`config.mk`:
```
export PLATFORM = sky130hd
export DESIGN_NAME = dsm_strobe_mux
export DESIGN_NICKNAME = d
export VERILOG_FILES = /design/src/logic/dsm_pkg.sv /design/src/logic/dsm_colour_div.sv /design/src/logic/dsm_strobe_mux.sv
export SDC_FILE = /design/constraint.sdc
export NUM_CORES = 1
export LEC_CHECK = 0
export BUFFER_PORTS_ARGS = -buffer_cell sky130_fd_sc_hd__buf_2
export CAP_MARGIN = 20
export CORE_AREA = 2 2 108 78
export DETAILED_ROUTE_END_ITERATION = 10
export DIE_AREA = 0 0 110 80
export GPL_ROUTABILITY_DRIVEN = 0
export PLACE_DENSITY_LB_ADDON = 0.15
export SYNTH_ARGS = -nofsm -noshare
export SYNTH_HDL_FRONTEND = slang
export SYNTH_SLANG_ARGS = --single-unit
```
`constraint.sdc`:
```
create_clock -name sys_clk_i -period 3.4 [get_ports sys_clk_i]
set_input_delay 0.17 -clock sys_clk_i [delete_from_list [all_inputs] [get_ports sys_clk_i]]
set_output_delay 0.17 -clock sys_clk_i [all_outputs]
set_load 0.02 [all_outputs]
```
`src/logic/dsm_pkg.sv`:
```
package dsm_pkg;

    // ------------------------------------------------------------------
    // Clock and widths
    // ------------------------------------------------------------------
    localparam int CLK_FREQ_MHZ  = 125;
    localparam int CLK_PERIOD_NS = 1000 / CLK_FREQ_MHZ;
    localparam int CNT_W         = 8;
    localparam int CPU_ADDR_W    = 16;
    localparam int DRAM_ADDR_W   = 8;
    localparam int RST_CNT_W     = 4;
    localparam int RESET_PHASES_DEF = 4;

    // ------------------------------------------------------------------
    // Timing figures, ns from the phase clock falling edge; RCD, hold and write pass times from other edges
    // ------------------------------------------------------------------
    localparam int ADDR_VALID_NS   = 145;
    localparam int RAS_FALL_MIN_NS = 210;
    localparam int RAS_FALL_MAX_NS = 305;
    localparam int RCD_NS          = 80;
    localparam int CAS_RD_MIN_NS   = 300;
    localparam int CAS_RD_MAX_NS   = 370;
    localparam int CAS_WR_NS       = 425;
    localparam int CAS_RISE_MIN_NS = 10;
    localparam int CAS_RISE_MAX_NS = 100;
    localparam int ROW_HOLD_NS     = 30;
    localparam int COL_HOLD_NS     = 80;
    localparam int WRT_PASS_NS     = 50;
    localparam int LE_FALL_MIN_NS  = 240;
    localparam int LE_FALL_MAX_NS  = 360;
    localparam int LE_RISE_MIN_NS  = 440;
    localparam int LE_RISE_MAX_NS  = 600;
    localparam int OE_FALL_MIN_NS  = 240;
    localparam int OE_FALL_MAX_NS  = 450;
    localparam int OE_RISE_MIN_NS  = 570;
    localparam int OE_RISE_MAX_NS  = 660;

    // ------------------------------------------------------------------
    // Cycle counts, least times rounded up
    // ------------------------------------------------------------------
    localparam logic [CNT_W-1:0] CAS_RISE_CYC =
        CNT_W'((CAS_RISE_MIN_NS + CLK_PERIOD_NS - 1) / CLK_PERIOD_NS);
    localparam logic [CNT_W-1:0] CAPTURE_CYC =
        CNT_W'((ADDR_VALID_NS + CLK_PERIOD_NS - 1) / CLK_PERIOD_NS);
    localparam logic [CNT_W-1:0] CAS_RD_CYC =
        CNT_W'((CAS_RD_MIN_NS + CLK_PERIOD_NS - 1) / CLK_PERIOD_NS);
    localparam logic [CNT_W-1:0] RCD_CYC =
        CNT_W'((RCD_NS + CLK_PERIOD_NS - 1) / CLK_PERIOD_NS);
    localparam logic [CNT_W-1:0] RAS_CYC = CAS_RD_CYC - RCD_CYC;
    localparam logic [CNT_W-1:0] ROW_HOLD_CYC =
        CNT_W'((ROW_HOLD_NS + CLK_PERIOD_NS - 1) / CLK_PERIOD_NS);
    localparam logic [CNT_W-1:0] COL_SEL_CYC = RAS_CYC + ROW_HOLD_CYC;
    localparam logic [CNT_W-1:0] CAS_WR_CYC =
        CNT_W'((CAS_WR_NS + CLK_PERIOD_NS - 1) / CLK_PERIOD_NS);
    localparam logic [CNT_W-1:0] LE_FALL_CYC =
        CNT_W'((LE_FALL_MIN_NS + CLK_PERIOD_NS - 1) / CLK_PERIOD_NS);
    localparam logic [CNT_W-1:0] LE_RISE_CYC =
        CNT_W'((LE_RISE_MIN_NS + CLK_PERIOD_NS - 1) / CLK_PERIOD_NS);
    localparam logic [CNT_W-1:0] OE_FALL_CYC =
        CNT_W'((OE_FALL_MIN_NS + CLK_PERIOD_NS - 1) / CLK_PERIOD_NS);
    localparam logic [CNT_W-1:0] OE_RISE_CYC =
        CNT_W'((OE_RISE_MIN_NS + CLK_PERIOD_NS - 1) / CLK_PERIOD_NS);
    localparam logic [CNT_W-1:0] CNT_SAT = 8'hFF;

    // ------------------------------------------------------------------
    // Address map and reset values
    // ------------------------------------------------------------------
    localparam logic [1:0] LOW_BANK_TOP = 2'h0;
    localparam int         BANK_MSB     = 15;
    localparam int         BANK_LSB     = 14;
    localparam logic [1:0] COLOUR_DIV_LAST = 2'h3;

    typedef enum logic [1:0] {
        DSM_PORT_IDLE  = 2'b00,
        DSM_PORT_READ  = 2'b01,
        DSM_PORT_WRITE = 2'b10
    } dsm_port_op_t;

    typedef struct packed {
        logic                   ph_d;
        logic                   rst_d;
        logic [CNT_W-1:0]       cnt;
        logic                   ras_n;
        logic                   cas_n;
        logic                   col_sel;
        logic                   wrt_n;
        logic                   inhibit;
        logic [CPU_ADDR_W-1:0]  cyc_addr;
        logic                   rst_busy;
        logic [RST_CNT_W-1:0]   rst_left;
        dsm_port_op_t           port_op;
        logic [CNT_W-1:0]       port_cnt;
        logic                   oe_n;
        logic                   le_n;
        logic [DRAM_ADDR_W-1:0] dram_addr;
    } dsm_state_t;

    localparam dsm_state_t STATE_RST = '{
        ph_d: 1'b0, rst_d: 1'b1, cnt: CNT_SAT, ras_n: 1'b1, cas_n: 1'b1,
        col_sel: 1'b0, wrt_n: 1'b1, inhibit: 1'b1, cyc_addr: 16'h0000,
        rst_busy: 1'b0, rst_left: 4'h0, port_op: DSM_PORT_IDLE,
        port_cnt: 8'h00, oe_n: 1'b1, le_n: 1'b1, dram_addr: 8'h00};

    typedef struct packed {
        logic       xt_d;
        logic [1:0] div;
        logic       colour;
        logic       drive;
    } dsm_cc_state_t;

    localparam dsm_cc_state_t CC_STATE_RST = '{
        xt_d: 1'b0, div: 2'h0, colour: 1'b0, drive: 1'b1};

endpackage

```
`src/logic/dsm_colour_div.sv`:
```
`timescale 1ns/1ps
module dsm_colour_div
    import dsm_pkg::*;
(
    input  wire logic sys_clk_i,            // System clock
    input  wire logic srst_i,               // Sync reset, high
    input  wire logic ce_i,                 // Clock enable
    input  wire logic crystal_in_i,         // Crystal or square wave
    output logic      colour_clock_out_o,   // Crystal divided by four
    output logic      crystal_drive_out_o   // Inverted crystal feedback
);

    dsm_cc_state_t st;
    dsm_cc_state_t n;
    logic          rise_w;

    assign rise_w = crystal_in_i & ~st.xt_d;

    always_comb begin
        n      = st;
        n.xt_d = crystal_in_i;
        n.drive = ~crystal_in_i;
        if (rise_w) begin
            // Two-bit divider, output toggles each second crystal rise
            n.div = st.div + 2'h1;
            if (st.div[0]) begin
                n.colour = ~st.colour;
            end
        end
    end

    always_ff @(posedge sys_clk_i) begin
        if (srst_i) begin
            st <= CC_STATE_RST;
        end else if (ce_i) begin
            st <= n;
        end
    end

    assign colour_clock_out_o  = st.colour;
    assign crystal_drive_out_o = st.drive;
endmodule // dsm_colour_div

```
`src/logic/dsm_strobe_mux.sv`:
```
// Contract
// Send 16-bit address as an 8-bit row half then column half per cycle.
// Row strobe falls only while the address port holds the row.
// Column strobe falls only while the address port holds the column.
// Low-bank column strobe follows column strobe below 4000, high above.
// Write strobe is latched read/write, stable until both strobes rise.
// While the latch loads, read/write reaches the write strobe within 50 ns.
// External select low forces the column strobe high immediately.
// Column inhibit sampled at cycle start keeps column strobe high all cycle.
// Reset falling edge sets write latch to read and inhibits column strobe.
// After reset actions, normal cycles resume though reset stays low.
// Output a 3.579545 MHz clock from the 14.31818 MHz crystal.
// Port control: both low reset, enable low read, latch low write.
// Row strobe falls 210 to 305 ns after the phase clock falls.
// Column strobe falls 300-370 ns after phase fall on reads, 425 on writes.
// Previous column strobe rises 10-100 ns after phase fall, before row.
// Column strobe falls 80 ns after row strobe on reads.
// Row address held 30 ns after row strobe falls.
// Column address held 80 ns after column strobe falls.
// Port write: latch enable low from 240-360 ns to 440-600 ns.
// Port read: output enable low from 240-450 ns to 570-660 ns.
// Colour clock is crystal over four; strobes timed from phase falls.
`timescale 1ns/1ps
module dsm_strobe_mux
    import dsm_pkg::*;
#(
    parameter int RESET_PHASES = RESET_PHASES_DEF   // Phase cycles of reset action
)(
    input  wire logic                   sys_clk_i,               // 125 MHz clock
    input  wire logic                   srst_i,                  // Sync reset, high
    input  wire logic                   ce_i,                    // Clock enable
    input  wire logic                   cpu_phase_clock_i,       // Processor phase clock
    input  wire logic [CPU_ADDR_W-1:0]  cpu_addr_i,              // Processor address
    input  wire logic                   cpu_rw_n_i,              // High read, low write
    input  wire logic                   cpu_reset_n_i,           // Processor reset, low
    input  wire logic                   external_select_n_i,     // External select, low
    input  wire logic                   col_inhibit_n_i,         // Column inhibit, low
    input  wire logic                   port_sel_i,              // Port register access
    input  wire logic                   crystal_in_i,            // Crystal input
    output logic      [DRAM_ADDR_W-1:0] dram_addr_o,             // Muxed DRAM address
    output logic                        row_strobe_n_o,          // Row strobe, low
    output logic                        col_strobe_n_o,          // Column strobe, low
    output logic                        low_bank_col_strobe_n_o, // Low 16K column strobe
    output logic                        write_strobe_n_o,        // DRAM write, low
    output logic                        port_output_enable_n_o,  // Port output enable
    output logic                        port_latch_enable_n_o,   // Port latch enable
    output logic                        colour_clock_out_o,      // Colour clock
    output logic                        crystal_drive_out_o      // Crystal feedback
);

    // ------------------------------------------------------------------
    // Elaboration checks
    // ------------------------------------------------------------------
    generate
        if (RESET_PHASES < 1 || RESET_PHASES > 15) begin : g_bad_reset_phases
            $error("RESET_PHASES must lie in 1..15");
        end
    endgenerate

    localparam logic [RST_CNT_W-1:0] RST_LOAD = RST_CNT_W'(RESET_PHASES);

    // ------------------------------------------------------------------
    // State
    // ------------------------------------------------------------------
    dsm_state_t st;
    dsm_state_t n;
    logic       fall_w;
    logic       rst_edge_w;
    logic       cap_w;
    logic       high_bank_w;

    assign fall_w     = st.ph_d & ~cpu_phase_clock_i;
    assign rst_edge_w = st.rst_d & ~cpu_reset_n_i;

    always_comb begin
        n       = st;
        n.ph_d  = cpu_phase_clock_i;
        n.rst_d = cpu_reset_n_i;

        // Cycle timer restarts on every phase fall
        if (fall_w) begin
            n.cnt = '0;
        end else if (st.cnt != CNT_SAT) begin
            n.cnt = st.cnt + 8'h01;
        end

        // Reset action spans several phase cycles, then lets go
        if (rst_edge_w) begin
            n.rst_busy = 1'b1;
            n.rst_left = RST_LOAD;
        end else if (fall_w && st.rst_busy) begin
            n.rst_left = st.rst_left - 4'h1;
            if (st.rst_left == 4'h1) begin
                n.rst_busy = 1'b0;
            end
        end

        // Inhibit latched at cycle start, forced during reset action
        if (rst_edge_w) begin
            n.inhibit = 1'b1;
        end else if (fall_w) begin
            n.inhibit = ~col_inhibit_n_i | n.rst_busy;
        end

        // Both strobes end together shortly after the phase fall
        if (n.cnt == CAS_RISE_CYC) begin
            n.ras_n   = 1'b1;
            n.cas_n   = 1'b1;
            n.col_sel = 1'b0;
        end

        if (n.cnt == CAPTURE_CYC) begin
            n.cyc_addr = cpu_addr_i;
        end

        // Row strobe only after the row half has settled on the port
        if (n.cnt == RAS_CYC) begin
            n.ras_n = 1'b0;
        end

        // Column half appears once row hold has elapsed
        if (n.cnt == COL_SEL_CYC) begin
            n.col_sel = 1'b1;
        end

        // Column strobe: read uses row+80 ns, write waits for data
        if (!st.inhibit && st.col_sel) begin
            if (st.wrt_n && n.cnt == CAS_RD_CYC) begin
                n.cas_n = 1'b0;
            end
            if (!st.wrt_n && n.cnt == CAS_WR_CYC) begin
                n.cas_n = 1'b0;
            end
        end

        // Column kept until the strobe rises in the next cycle
        if (n.col_sel) begin
            n.dram_addr = st.cyc_addr[CPU_ADDR_W-1:DRAM_ADDR_W];
        end else begin
            n.dram_addr = cpu_addr_i[DRAM_ADDR_W-1:0];
        end

        // Transparent latch, closed while either internal strobe is low
        if (rst_edge_w || n.rst_busy) begin
            n.wrt_n = 1'b1;
        end else if (st.ras_n && st.cas_n) begin
            n.wrt_n = cpu_rw_n_i;
        end

        // Port register access sequencing
        if (n.cnt == CAPTURE_CYC && port_sel_i) begin
            n.port_op  = cpu_rw_n_i ? DSM_PORT_READ : DSM_PORT_WRITE;
            n.port_cnt = CAPTURE_CYC;
        end else begin
            unique case (st.port_op)
                DSM_PORT_IDLE: begin
                    n.port_cnt = '0;
                end
                DSM_PORT_READ, DSM_PORT_WRITE: begin
                    n.port_cnt = st.port_cnt + 8'h01;
                    if (n.port_cnt == OE_RISE_CYC) begin
                        n.port_op = DSM_PORT_IDLE;
                    end
                end
                default: begin
                    n.port_op  = DSM_PORT_IDLE;
                    n.port_cnt = '0;
                end
            endcase
        end

        // Control pair encoding: reset, read, write, hold
        n.le_n = 1'b1;
        n.oe_n = 1'b1;
        if (n.rst_busy) begin
            n.le_n = 1'b0;
            n.oe_n = 1'b0;
        end else if (n.port_op == DSM_PORT_WRITE) begin
            n.le_n = ~(n.port_cnt >= LE_FALL_CYC && n.port_cnt < LE_RISE_CYC);
        end else if (n.port_op == DSM_PORT_READ) begin
            n.oe_n = ~(n.port_cnt >= OE_FALL_CYC && n.port_cnt < OE_RISE_CYC);
        end
    end

    always_ff @(posedge sys_clk_i) begin
        if (srst_i) begin
            st <= STATE_RST;
        end else if (ce_i) begin
            st <= n;
        end
    end

    // ------------------------------------------------------------------
    // Outputs
    // ------------------------------------------------------------------
    assign cap_w       = (n.cnt == CAPTURE_CYC) && (st.cnt != CAPTURE_CYC);
    assign high_bank_w = (st.cyc_addr[BANK_MSB:BANK_LSB] != LOW_BANK_TOP);

    assign dram_addr_o             = st.dram_addr;
    assign row_strobe_n_o          = st.ras_n;
    // Combinational on purpose: select must win without a clock edge
    assign col_strobe_n_o          = st.cas_n | ~external_select_n_i;
    assign low_bank_col_strobe_n_o = col_strobe_n_o | high_bank_w;
    assign write_strobe_n_o        = st.wrt_n;
    assign port_output_enable_n_o  = st.oe_n;
    assign port_latch_enable_n_o   = st.le_n;

    dsm_colour_div u_colour_div (
        .sys_clk_i           (sys_clk_i),
        .srst_i              (srst_i),
        .ce_i                (ce_i),
        .crystal_in_i        (crystal_in_i),
        .colour_clock_out_o  (colour_clock_out_o),
        .crystal_drive_out_o (crystal_drive_out_o)
    );

    // ------------------------------------------------------------------
    // Assertions
    // ------------------------------------------------------------------
    localparam int C_RAS_D   = int'(RAS_CYC) + 1;
    localparam int C_RCD_D   = int'(CAS_RD_CYC) - int'(RAS_CYC);
    localparam int C_WR_D    = int'(CAS_WR_CYC) - int'(RAS_CYC);
    localparam int C_RISE_D  = int'(CAS_RISE_CYC) + 1;
    localparam int C_INH_D   = int'(CAS_WR_CYC) + 1;
    localparam int C_LEF_D   = int'(LE_FALL_CYC) - int'(CAPTURE_CYC) + 1;
    localparam int C_LER_D   = int'(LE_RISE_CYC) - int'(LE_FALL_CYC);
    localparam int C_OEF_D   = int'(OE_FALL_CYC) - int'(CAPTURE_CYC) + 1;
    localparam int C_OER_D   = int'(OE_RISE_CYC) - int'(OE_FALL_CYC);
endmodule // dsm_strobe_mux

```
==> results of run 1 <==
[synth_stat cells, drive strengths merged (3+ instances only)]
cell type   n
nand2      36
a41oi       3
nand4b      4
mux2i      20
a211oi     10
xor2        5
nand3      12
dfxtp      52
a31oi       6
nor2       47
nor3        7
nand2b      5
clkbuf     14
and4        3
and3        8
a2111oi     3
xnor2       3
o21a        4
nand4       5
ha          6
buf        19
inv        10
a21oi      25
o21ai      18
[sequential cells by signal, indices dropped and copies added, names as in the netlist]
register                          count
row_strobe_n_o                        1
u_colour_div.colour_clock_out_o       1
st                                   36
write_strobe_n_o                      1
port_output_enable_n_o                1
port_latch_enable_n_o                 1
u_colour_div.crystal_drive_out_o      1
u_colour_div.st                       2
dram_addr_o                           8
[final timing paths]
path	end	slack [ns]	cells past startpoint
hold / removal	st[19]$_SDFFE_PP0P_	0.06	2
setup reg to reg	st[33]$_SDFFE_PP0P_	0.34	7
setup / recovery	st[33]$_SDFFE_PP0P_	0.34	7
hold reg to reg	u_colour_div.st[4]$_SDFFE_PP0P_	0.48	2
[per-layer routing]
metal  vias up  routed length [um]  global-route usage
met1      1282                3900               0.260
met3         7                 450              0.0441
met2        74                3120               0.264
met4         0                  72              0.0456
met5         -                   0                   0
li1       1376                   -                   -
[cell type report]
class                   instances  area (um2)  area share
clock inverters                 3        21.3     0.00643
well taps                     101         126      0.0382
flip-flops and latches         52        1040       0.315
inverters                      10        37.5      0.0114
multi-input cells             275        1770       0.535
clock buffers                   5        68.8      0.0208
repair buffers                 46         243      0.0734
[metrics by stage]
stage | hold WS [ns] | power [mW] | setup WS (ns)
global route | 0.0559 | 1.47 | 0.0801
floorplan | 0.258 | 0.957 | 0.992
CTS | 0.0528 | 1.40 | 0.379
detailed placement | 0.392 | 1.03 | 0.381
global placement | 0.394 | 1.03 | 0.404
finish | 0.0633 | 1.39 | 0.339
[cell families after synthesis]
| group | count (synthesis) |
|---|---|
| flip-flops | 52 |
| AND/OR/NAND/NOR | 144 |
| XOR/XNOR | 8 |
| AO/OA/AOI/OAI | 96 |
| adder cells (fa/ha/maj) | 6 |
| multiplexers | 21 |
| buffers and inverters | 43 |
[power by group through the flow]
| stage | logic, mW | registers, mW | clock network (mW) |
|---|---|---|---|
| after floorplan | 0.279 | 0.678 | 0 |
| after global placement | 0.332 | 0.701 | 0 |
| after detailed placement | 0.327 | 0.701 | 0 |
| after CTS | 0.330 | 0.687 | 0.387 |
| after global routing | 0.366 | 0.695 | 0.413 |
| final | 0.333 | 0.688 | 0.372 |
==> impl_metrics.json, run 1 <==
{
  "crit_fanout": 12,
  "detailed_place.area_um2": 3220,
  "filler_cell_count": 806,
  "detail_route.vias_per_cell": 5.57,
  "groute.usage.overall": 0.180,
  "drc_violation_count_after_routing": 0,
  "regToRegStartpoint": "st[46]$_SDFFE_PP1P_",
  "power.sequential.fraction": 0.494,
  "hold_path.startpoint": "cpu_rw_n_i",
  "postCtsResizedCells": 0,
  "grt_start_max_net_pins": 48,
  "post-synth-top-area-cell": "sky130_fd_sc_hd__dfxtp_1",
  "dpl.cell_count": 484,
  "drt-pass1-iter-count": 4,
  "main_combinational_cell_family_by_area_after_synthesis": "simple AND/OR/NAND/NOR gates",
  "synth-compound-area-share": 0.225,
  "cellLeakagePower_nw": 1.24,
  "syn_avg_cell_area_um2": 8.22,
  "worstSetupEndpointType": "flip-flop",
  "placeableCoreArea_um2": 7740,
  "rsz0062_at_grt": "no",
  "clockRootBuffer": "sky130_fd_sc_hd__clkbuf_8",
  "clockPowerShare": 0.267,
  "vias_in_the_first_global_route": 2419,
  "floorplan.die_area_um2": 8800,
  "numPortBuffers": 41,
  "share_of_async_settable_or_async_resettable_flops_after_synthesis": 0,
  "clock_sink_count": 52,
  "maxSlewViolCount": 0,
  "timing.final.hold_violations": 0,
  "clock_path_buffers": 2,
  "initial_drc_count": 187,
  "final_area_um2": 3310,
  "netSwitchingPower_uw": 473,
  "outcome": "finished clean",
  "cp.arrival_ns": 3.27,
  "share_comb_of_total_power": 0.239,
  "final_layout_size_suffix_gt1_frac": 0.161,
  "critical_path.startpoint_type": "flip-flop",
  "syn_nets": 402,
  "netlist_top_cells_area": "sky130_fd_sc_hd__dfxtp_1 34%, sky130_fd_sc_hd__mux2i_1 6.6%, sky130_fd_sc_hd__nor2_1 5.8%",
  "tritoncts.num_buffers": 5,
  "clock_tree.htree_level_count": 2,
  "num_io_pins": 42,
  "peakVddDrop_mv": 0.238,
  "clkLatencyLatePin_ns": 0.32,
  "cap_violations": 0,
  "postSynthCellCount": 370,
  "finish.cell_count_without_fillers": 492,
  "min_path_type": "in -> reg",
  "setup-tns-final_ns": 0,
  "grt_remaining_overflow": 0,
  "timing.final.crit_period_ns": 3.06,
  "largest_stage_delay_worst_path_ns": 0.60,
  "synth_seq_cells": 52,
  "synth-seq-area-share": 0.342,
  "detailed_place_hpwl_um": 5300,
  "worstMarginPinSlew_ns": 0.815,
  "totalWireLength_um": 7540,
  "cts_post_setup_buffers_inserted": 0,
  "fin_nets": 422,
  "number_of_antenna_violations_at_the_first_check_in_global_routing": 0,
  "syn_area_um2": 3040,
  "cp-startpoint": "st[46]$_SDFFE_PP1P_",
  "synth_top_cell_area_share": 0.342,
  "placement_rows": 27,
  "detailroute.via_count": 2739,
  "wl_per_cell_um": 15.3,
  "critical_path.top_delay_family": "compound AO/OA/AOI/OAI gates",
  "synth_top_flop_cell": "sky130_fd_sc_hd__dfxtp_1",
  "max_freq_mhz": 327,
  "synthXorXnorAreaFrac": 0.0230,
  "worst_max_slew_margin_expressed_relative_to_the_limit": 0.456,
  "synthSimpleGateAreaFrac": 0.239,
  "cp.required_ns": 3.61,
  "number_of_library_cell_types_mapped_by_synthesis": 68,
  "postRouteAntennaNets": 0,
  "cts_tree": "built",
  "number_of_synthesized_flops_with_an_enable_pin": 0,
  "report.final.setup_viol": 0,
  "grt_pass1_wl_um": 12100,
  "cpMaxStageDelayCell": "sky130_fd_sc_hd__and4_1",
  "intPower_uw": 920,
  "switching_share": 0.339,
  "post-route-period-util": 0.900,
  "skew_ns": 0.0117,
  "synth-warning-count": 0,
  "initial_utilization": 0.393,
  "clkSlewWorstSetupHoldPaths_ns": 0.10,
  "timing.critical_path.buf_inv": 0,
  "yosys.area_share.adder": 0.0247,
  "width_of_the_chip_um": 110,
  "n_antenna_cell": 0,
  "finalCoreUtilization": 0.427,
  "layout.cells.most_common_list": "52 x sky130_fd_sc_hd__dfxtp_1, 47 x sky130_fd_sc_hd__nor2_1, 41 x sky130_fd_sc_hd__buf_2",
  "yosys-mux-area-fraction": 0.0695,
  "post_cts_hold_buffer_count": 0,
  "layout_commonest_cell": "sky130_fd_sc_hd__dfxtp_1",
  "critPathKind": "reg -> reg",
  "synthesis_to_finish_area_growth_pct": 8.68,
  "crit_chain": "ha_1 -> nand3_1 -> o32a_1 -> a2111oi_2 -> and4_1 -> mux2i_1 -> nor2_1",
  "power-per-cell-area_nw_per_um2": 421,
  "die_height_um": 80
}
No activity file was read; power rests on OpenSTA's default activity.
==> inputs of run 2 (changes only) <==
--- a/config.mk
+++ b/config.mk
@@ -5,11 +5,12 @@
 export SDC_FILE = /design/constraint.sdc
 export NUM_CORES = 1
 export LEC_CHECK = 0
+export ABC_AREA = 1
 export BUFFER_PORTS_ARGS = -buffer_cell sky130_fd_sc_hd__buf_2
-export CAP_MARGIN = 20
-export CORE_AREA = 2 2 108 78
+export CAP_MARGIN = 5
+export CORE_AREA = 2 2 106 77
 export DETAILED_ROUTE_END_ITERATION = 10
-export DIE_AREA = 0 0 110 80
+export DIE_AREA = 0 0 108 79
 export GPL_ROUTABILITY_DRIVEN = 0
 export PLACE_DENSITY_LB_ADDON = 0.15
 export SYNTH_ARGS = -nofsm -noshare
==> run 2 against run 1 <==
Compared with the run above:
- worst setup slack improved by 0.64 ns
- sequential share of layout area rose by 0.81 points
- non-clock buffer count fell by 5
- clock skew fell by 0.0028 ns
- sequential power fell by 2%
- largest cell class unchanged
==> impl_metrics.json, run 2 <==
{
  "outcome": "finished clean",
  "number_of_library_cell_types_mapped_by_synthesis": 38,
  "post-synth-top-area-cell": "sky130_fd_sc_hd__dfxtp_1",
  "synth-seq-area-share": 0.355,
  "timing.final.hold_violations": 0,
  "syn_avg_cell_area_um2": 6.97,
  "report.final.setup_viol": 0,
  "rsz0062_at_grt": "no",
  "critPathKind": "reg -> reg",
  "grt_start_max_net_pins": 53,
  "syn_nets": 453,
  "layout_commonest_cell": "sky130_fd_sc_hd__nand2_1",
  "placeableCoreArea_um2": 7600,
  "max_freq_mhz": 413,
  "detailroute.via_count": 2688,
  "crit_fanout": 16,
  "cts_tree": "built",
  "num_io_pins": 42,
  "post-route-period-util": 0.713,
  "share_of_async_settable_or_async_resettable_flops_after_synthesis": 0,
  "fin_nets": 477,
  "worstMarginPinSlew_ns": 0.907,
  "synthesis_to_finish_area_growth_pct": 9.89,
  "maxSlewViolCount": 0,
  "clock_tree.htree_level_count": 2,
  "wl_per_cell_um": 12.4,
  "filler_cell_count": 808,
  "detailroute.wirelength.met2_um": 2870,
  "width_of_the_chip_um": 108,
  "cpMaxStageDelayCell": "sky130_fd_sc_hd__dfxtp_1",
  "clock_path_buffers": 2,
  "placement_rows": 27,
  "synth_top_flop_cell": "sky130_fd_sc_hd__dfxtp_1",
  "groute.usage.overall": 0.165,
  "layout.cells.most_common_list": "78 x sky130_fd_sc_hd__nand2_1, 56 x sky130_fd_sc_hd__a21oi_1, 52 x sky130_fd_sc_hd__dfxtp_1",
  "detailed_place_hpwl_um": 4840,
  "min_path_type": "in -> reg",
  "syn_area_um2": 2930,
  "synth-warning-count": 0,
  "cp.arrival_ns": 2.62,
  "timing.critical_path.buf_inv": 0,
  "cts_post_setup_buffers_inserted": 0,
  "postSynthCellCount": 421,
  "timing.final.crit_period_ns": 2.42,
  "grt_pass1_wl_um": 11300,
  "cp.required_ns": 3.59,
  "netlist_top_cells_area": "sky130_fd_sc_hd__dfxtp_1 35%, sky130_fd_sc_hd__nand2_1 10%, sky130_fd_sc_hd__a21oi_1 9.6%",
  "die_height_um": 79,
  "initial_drc_count": 152,
  "max_reg_flops": 36,
  "clock_sink_count": 52,
  "grt_remaining_overflow": 0,
  "yosys-top-cells-count": "78 x sky130_fd_sc_hd__nand2_1, 56 x sky130_fd_sc_hd__a21oi_1, 52 x sky130_fd_sc_hd__dfxtp_1",
  "multi_input_comb_area_um2": 1580,
  "detail_route.vias_per_cell": 4.91,
  "initial_utilization": 0.386,
  "setup-tns-final_ns": 0,
  "numPortBuffers": 41,
  "cellLeakagePower_nw": 1.40,
  "synth_top_cell_area_share": 0.355,
  "final_layout_size_suffix_gt1_frac": 0.182,
  "worstSetupEndpointType": "flip-flop",
  "clkSlewWorstSetupHoldPaths_ns": 0.10,
  "n_antenna_cell": 0,
  "number_of_synthesized_flops_with_an_enable_pin": 0,
  "routed-wl-met3_um": 213,
  "drt-pass1-iter-count": 4,
  "synth_seq_cells": 52,
  "skew_ns": 0.00894,
  "critical_path.top_delay_family": "simple AND/OR/NAND/NOR gates",
  "post_cts_hold_buffer_count": 0,
  "regMostFlops": "st",
  "topRoutingLayerUsed": "met4",
  "postRouteAntennaNets": 0,
  "largest_stage_delay_worst_path_ns": 0.45,
  "floorplan.die_area_um2": 8530,
  "seq_area_um2": 1040,
  "crit_chain": "ha_1 -> nand2_2 -> nor2_4 -> o21ai_1 -> a21oi_4 -> nand2_2 -> nor2_4 -> nand3_1 -> o21ai_0 -> a21oi_1",
  "postCtsResizedCells": 0,
  "power-per-cell-area_nw_per_um2": 420,
  "finalCoreUtilization": 0.424,
  "peakVddDrop_mv": 0.175,
  "drc_violation_count_after_routing": 0,
  "cell_with_the_most_instances_after_synthesis": "sky130_fd_sc_hd__nand2_1",
  "routedLengthMet1_um": 3650,
  "number_of_antenna_violations_at_the_first_check_in_global_routing": 0,
  "clockRootBuffer": "sky130_fd_sc_hd__clkbuf_8",
  "tritoncts.num_buffers": 5,
  "power.total_mw": 1.35,
  "vias_in_the_first_global_route": 2383,
  "worst_max_slew_margin_expressed_relative_to_the_limit": 0.395,
  "critical_path.startpoint_type": "flip-flop",
  "cap_violations": 0,
  "totalWireLength_um": 6790,
  "clkLatencyLatePin_ns": 0.31
}
[run 2: area by class of cell]
| class | count | share of cell area |
|---|---|---|
| well taps | 101 | 0.0392 |
| repair buffers | 41 | 0.0636 |
| multi-input cells | 299 | 0.490 |
| clock buffers | 6 | 0.0256 |
| flip-flops and latches | 52 | 0.323 |
| clock inverters | 2 | 0.00466 |
| inverters | 46 | 0.0536 |
[run 2: cells by family after synthesis]
family,count (synthesis),synth area share
AOI/OAI and AO/OA,114,0.215
buffers and inverters,70,0.106
and+or+nand+nor,176,0.289
xor gates and xnor gates,3,0.00896
DFF,52,0.355
adders and majority gates,6,0.0256
[run 2: worst register-to-register path, stage by stage, from the launching register on]
cell,delay [ns]
sky130_fd_sc_hd__dfxtp_1,0.45
sky130_fd_sc_hd__ha_1,0.25
sky130_fd_sc_hd__nand2_2,0.09
sky130_fd_sc_hd__nor2_4,0.15
sky130_fd_sc_hd__o21ai_1,0.11
sky130_fd_sc_hd__a21oi_4,0.20
sky130_fd_sc_hd__nand2_2,0.09
sky130_fd_sc_hd__nor2_4,0.16
sky130_fd_sc_hd__nand3_1,0.39
sky130_fd_sc_hd__o21ai_0,0.35
sky130_fd_sc_hd__a21oi_1,0.06
[run 2: per-layer routing]
metal | GRT usage | vias up
met3 | 0.0296 | 6
met5 | 0 | -
li1 | - | 1432
met4 | 0.0410 | 0
met2 | 0.253 | 35
met1 | 0.238 | 1215
[run 2: power breakdown]
group	switching (mW)	internal, mW
Clock	0.216	0.165
Sequential	0.0308	0.643
Combinational	0.197	0.102
Total	0.444	0.911
[run 2: worst paths after layout]
kind                  startpoint                  end  slack (ns)  cells after the start
min                cpu_reset_n_i  st[54]$_SDFFE_PP1P_        0.12                      3
max reg2reg  st[46]$_SDFFE_PP1P_  st[37]$_SDFFE_PP0P_        0.98                     10
max          st[46]$_SDFFE_PP1P_  st[37]$_SDFFE_PP0P_        0.98                     10
min reg2reg  st[55]$_SDFFE_PP0P_  st[55]$_SDFFE_PP0P_        0.46                      2
[run 2: through the flow]
step                      hold WS, ns  instances  setup slack, ns  area, um2
after floorplan                 0.279        421             1.37       2930
after global placement          0.418        539             1.05       3130
after detailed placement        0.440        539            0.971       3130
after CTS                       0.121        547            0.960       3220
after global routing            0.154        547            0.739       3220
final                           0.123        547            0.976       3220
==> inputs of run 3 (changes only) <==
--- a/config.mk
+++ b/config.mk
@@ -5,12 +5,12 @@
 export SDC_FILE = /design/constraint.sdc
 export NUM_CORES = 1
 export LEC_CHECK = 0
-export ABC_AREA = 1
+export ABC_AREA = 0
 export BUFFER_PORTS_ARGS = -buffer_cell sky130_fd_sc_hd__buf_2
 export CAP_MARGIN = 5
-export CORE_AREA = 2 2 106 77
+export CORE_AREA = 2 2 108 78
 export DETAILED_ROUTE_END_ITERATION = 10
-export DIE_AREA = 0 0 108 79
+export DIE_AREA = 0 0 110 80
 export GPL_ROUTABILITY_DRIVEN = 0
 export PLACE_DENSITY_LB_ADDON = 0.15
 export SYNTH_ARGS = -nofsm -noshare
==> constraint.sdc (replaced) <==
create_clock -name sys_clk_i -period 2.16 [get_ports sys_clk_i]
set_input_delay 0.108 -clock sys_clk_i [delete_from_list [all_inputs] [get_ports sys_clk_i]]
set_output_delay 0.108 -clock sys_clk_i [all_outputs]
set_load 0.02 [all_outputs]
==> run 3 against run 2 <==
Compared with the run above:
- the run now ends with setup timing left
- sequential share of layout area decreased by 4.2 points
- clock-buffer cell count did not move
- highest routed layer unchanged
- cell count down 2.9%
- critical path depth down 1
- hold slack got worse by 0.091 ns
- combinational power rose to 2.7 times the previous value
- clock skew increased by 0.0046 ns
- clock power rose by 51%
- critical path type unchanged
- critical endpoint is now st[18]$_SDFFE_PP0P_
==> impl_metrics.json, run 3 (same netlist as run 1, synthesis figures left out) <==
{
  "setup-tns-final_ns": -1.45,
  "worstSetupEndpointType": "flip-flop",
  "postRouteAntennaNets": 0,
  "die_height_um": 80,
  "violations_in_the_final_reports": "setup timing",
  "initial_utilization": 0.393,
  "finalCoreUtilization": 0.484,
  "fin_ws_ns": -0.123,
  "totalWireLength_um": 8080,
  "clock_sink_count": 52,
  "multi_input_comb_area_um2": 1880,
  "place_ws_ns": -0.232,
  "width_of_the_chip_um": 110,
  "crit_chain": "ha_4 -> a21o_1 -> a311o_1 -> a2111oi_4 -> buf_4 -> nand4bb_4 -> a21oi_2 -> nor2_2 -> a32o_1",
  "layout.cells.most_common_list": "46 x sky130_fd_sc_hd__dfxtp_1, 45 x sky130_fd_sc_hd__nor2_1, 41 x sky130_fd_sc_hd__buf_2",
  "seq_area_um2": 1050,
  "number_of_antenna_violations_at_the_first_check_in_global_routing": 0,
  "tritoncts.num_buffers": 5,
  "critPathKind": "reg -> reg",
  "timing.reg2reg.setup_slack_ns": -0.12,
  "clkLatencyLatePin_ns": 0.32,
  "regMostFlops": "st",
  "grt_start_max_net_pins": 32,
  "peakVddDrop_mv": 0.311,
  "max_reg_flops": 36,
  "cts_tree": "built",
  "power-per-cell-area_nw_per_um2": 655,
  "worstMarginPinSlew_ns": 0.588,
  "filler_cell_count": 765,
  "drc_violation_count_after_routing": 0,
  "cap_violations": 0,
  "grt_pass1_wl_um": 12800,
  "placeableCoreArea_um2": 7740,
  "layout_commonest_cell": "sky130_fd_sc_hd__dfxtp_1",
  "timing.hold.worst_path_depth": 3,
  "initial_drc_count": 185,
  "max_freq_mhz": 438,
  "cellLeakagePower_nw": 1.45,
  "maxSlewViolCount": 0,
  "critical_path.startpoint_type": "flip-flop",
  "groute.usage.overall": 0.185,
  "final_area_um2": 3740,
  "n_antenna_cell": 0,
  "timing.final.crit_period_ns": 2.28,
  "detailed_place_hpwl_um": 5920,
  "cp.arrival_ns": 2.49,
  "clock_path_buffers": 2,
  "cp.required_ns": 2.37,
  "outcome": "finished, violations left",
  "synthesis_to_finish_area_growth_pct": 23.0,
  "reg2regPathDepth": 9,
  "largest_stage_delay_worst_path_ns": 0.40,
  "crit_fanout": 7,
  "cpMaxStageDelayCell": "sky130_fd_sc_hd__a2111oi_4",
  "grt_remaining_overflow": 0,
  "post-route-period-util": 1.06,
  "worst_max_slew_margin_expressed_relative_to_the_limit": 0.608,
  "floorplan.die_area_um2": 8800,
  "detail_route.vias_per_cell": 5.49,
  "numPortBuffers": 41,
  "vias_in_the_first_global_route": 2526,
  "report.final.setup_viol": 21,
  "rsz0062_at_grt": "yes",
  "placement_rows": 27,
  "wl_per_cell_um": 15.2,
  "min_path_type": "in -> reg",
  "timing.final.hold_violations": 0,
  "final_layout_size_suffix_gt1_frac": 0.284,
  "clockRootBuffer": "sky130_fd_sc_hd__clkbuf_8",
  "clock_tree.htree_level_count": 2,
  "num_io_pins": 42,
  "drt-pass1-iter-count": 5,
  "skew_ns": 0.0135,
  "clkSlewWorstSetupHoldPaths_ns": 0.09,
  "detailroute.via_count": 2913,
  "fin_nets": 461,
  "detailed_place.area_um2": 3520
}
run 3: cell types whose count changed in the layout (fill, tap and decap cells not counted), moves of 7 or more:
cell                       before  now
sky130_fd_sc_hd__nor2_1        32   45
sky130_fd_sc_hd__nand2_1       78   35
sky130_fd_sc_hd__inv_1         44   10
sky130_fd_sc_hd__nand2_2        8    1
sky130_fd_sc_hd__o21ai_0       40   13
sky130_fd_sc_hd__mux2i_1        0   20
sky130_fd_sc_hd__a21oi_1       56   22
sky130_fd_sc_hd__a211oi_1       2    9
sky130_fd_sc_hd__nand3_1       22   12
sky130_fd_sc_hd__buf_4          0   40
run 3: report_power, final:
part           internal [mW]  total, mW  switching [mW]  leakage (nW)
combinational          0.382      0.810           0.427         0.983
sequential              1.01       1.06          0.0541         0.424
clock                  0.232      0.576           0.345        0.0414
run 3: per-layer routing:
| metal | vias up | track usage | share of wire |
|---|---|---|---|
| met5 | - | 0 | 0 |
| met4 | 0 | 0.0342 | 0.0061 |
| met3 | 7 | 0.0457 | 0.075 |
| met2 | 88 | 0.257 | 0.41 |
| met1 | 1363 | 0.285 | 0.51 |
| li1 | 1455 | - | - |
run 3: what timing repair did:
item,4_1_cts,5_1_grt
pin swaps,5,10
hold buffers,1,0
endpoints found under the setup margin,27,29
buffers inserted,1,1
endpoints found under the hold margin,1,0
gates resized for setup,10,18
run 3: critical path, delay by kind of cell (launching register included):
| kind | cells | cell delay (ns) |
|---|---|---|
| AOI/OAI and AO/OA | 5 | 1.25 |
| adders and majority gates | 1 | 0.19 |
| DFF | 1 | 0.36 |
| and+or+nand+nor | 2 | 0.20 |
| buffers and inverters | 1 | 0.18 |
run 3: worst paths after layout:
check                         startpoint                          end
max reg2reg          st[47]$_SDFFE_PP1P_          st[18]$_SDFFE_PP0P_
min reg2reg  dram_addr_o[3]$_SDFFE_PP0P_  dram_addr_o[3]$_SDFFE_PP0P_
min                       cpu_addr_i[11]          st[36]$_SDFFE_PP0P_
max                  st[47]$_SDFFE_PP1P_          st[18]$_SDFFE_PP0P_
run 3: cell type report:
type                       instances  share of cell area
clock buffer                       6              0.0194
clock inverter                     2             0.00435
inverter                          10              0.0100
multi-input combinational        275               0.503
sequential                        52               0.281
tap                              101              0.0338
timing repair buffer              85               0.149
run 3: metrics by stage:
step,std cells,hold WS [ns],power (mW)
6_report,531,0.0314,2.45
5_1_grt,531,0.0336,2.59
4_1_cts,530,0.0191,2.42
3_5_place_dp,520,0.329,1.80
3_3_place_gp,520,0.327,1.80
2_1_floorplan,370,0.196,1.52
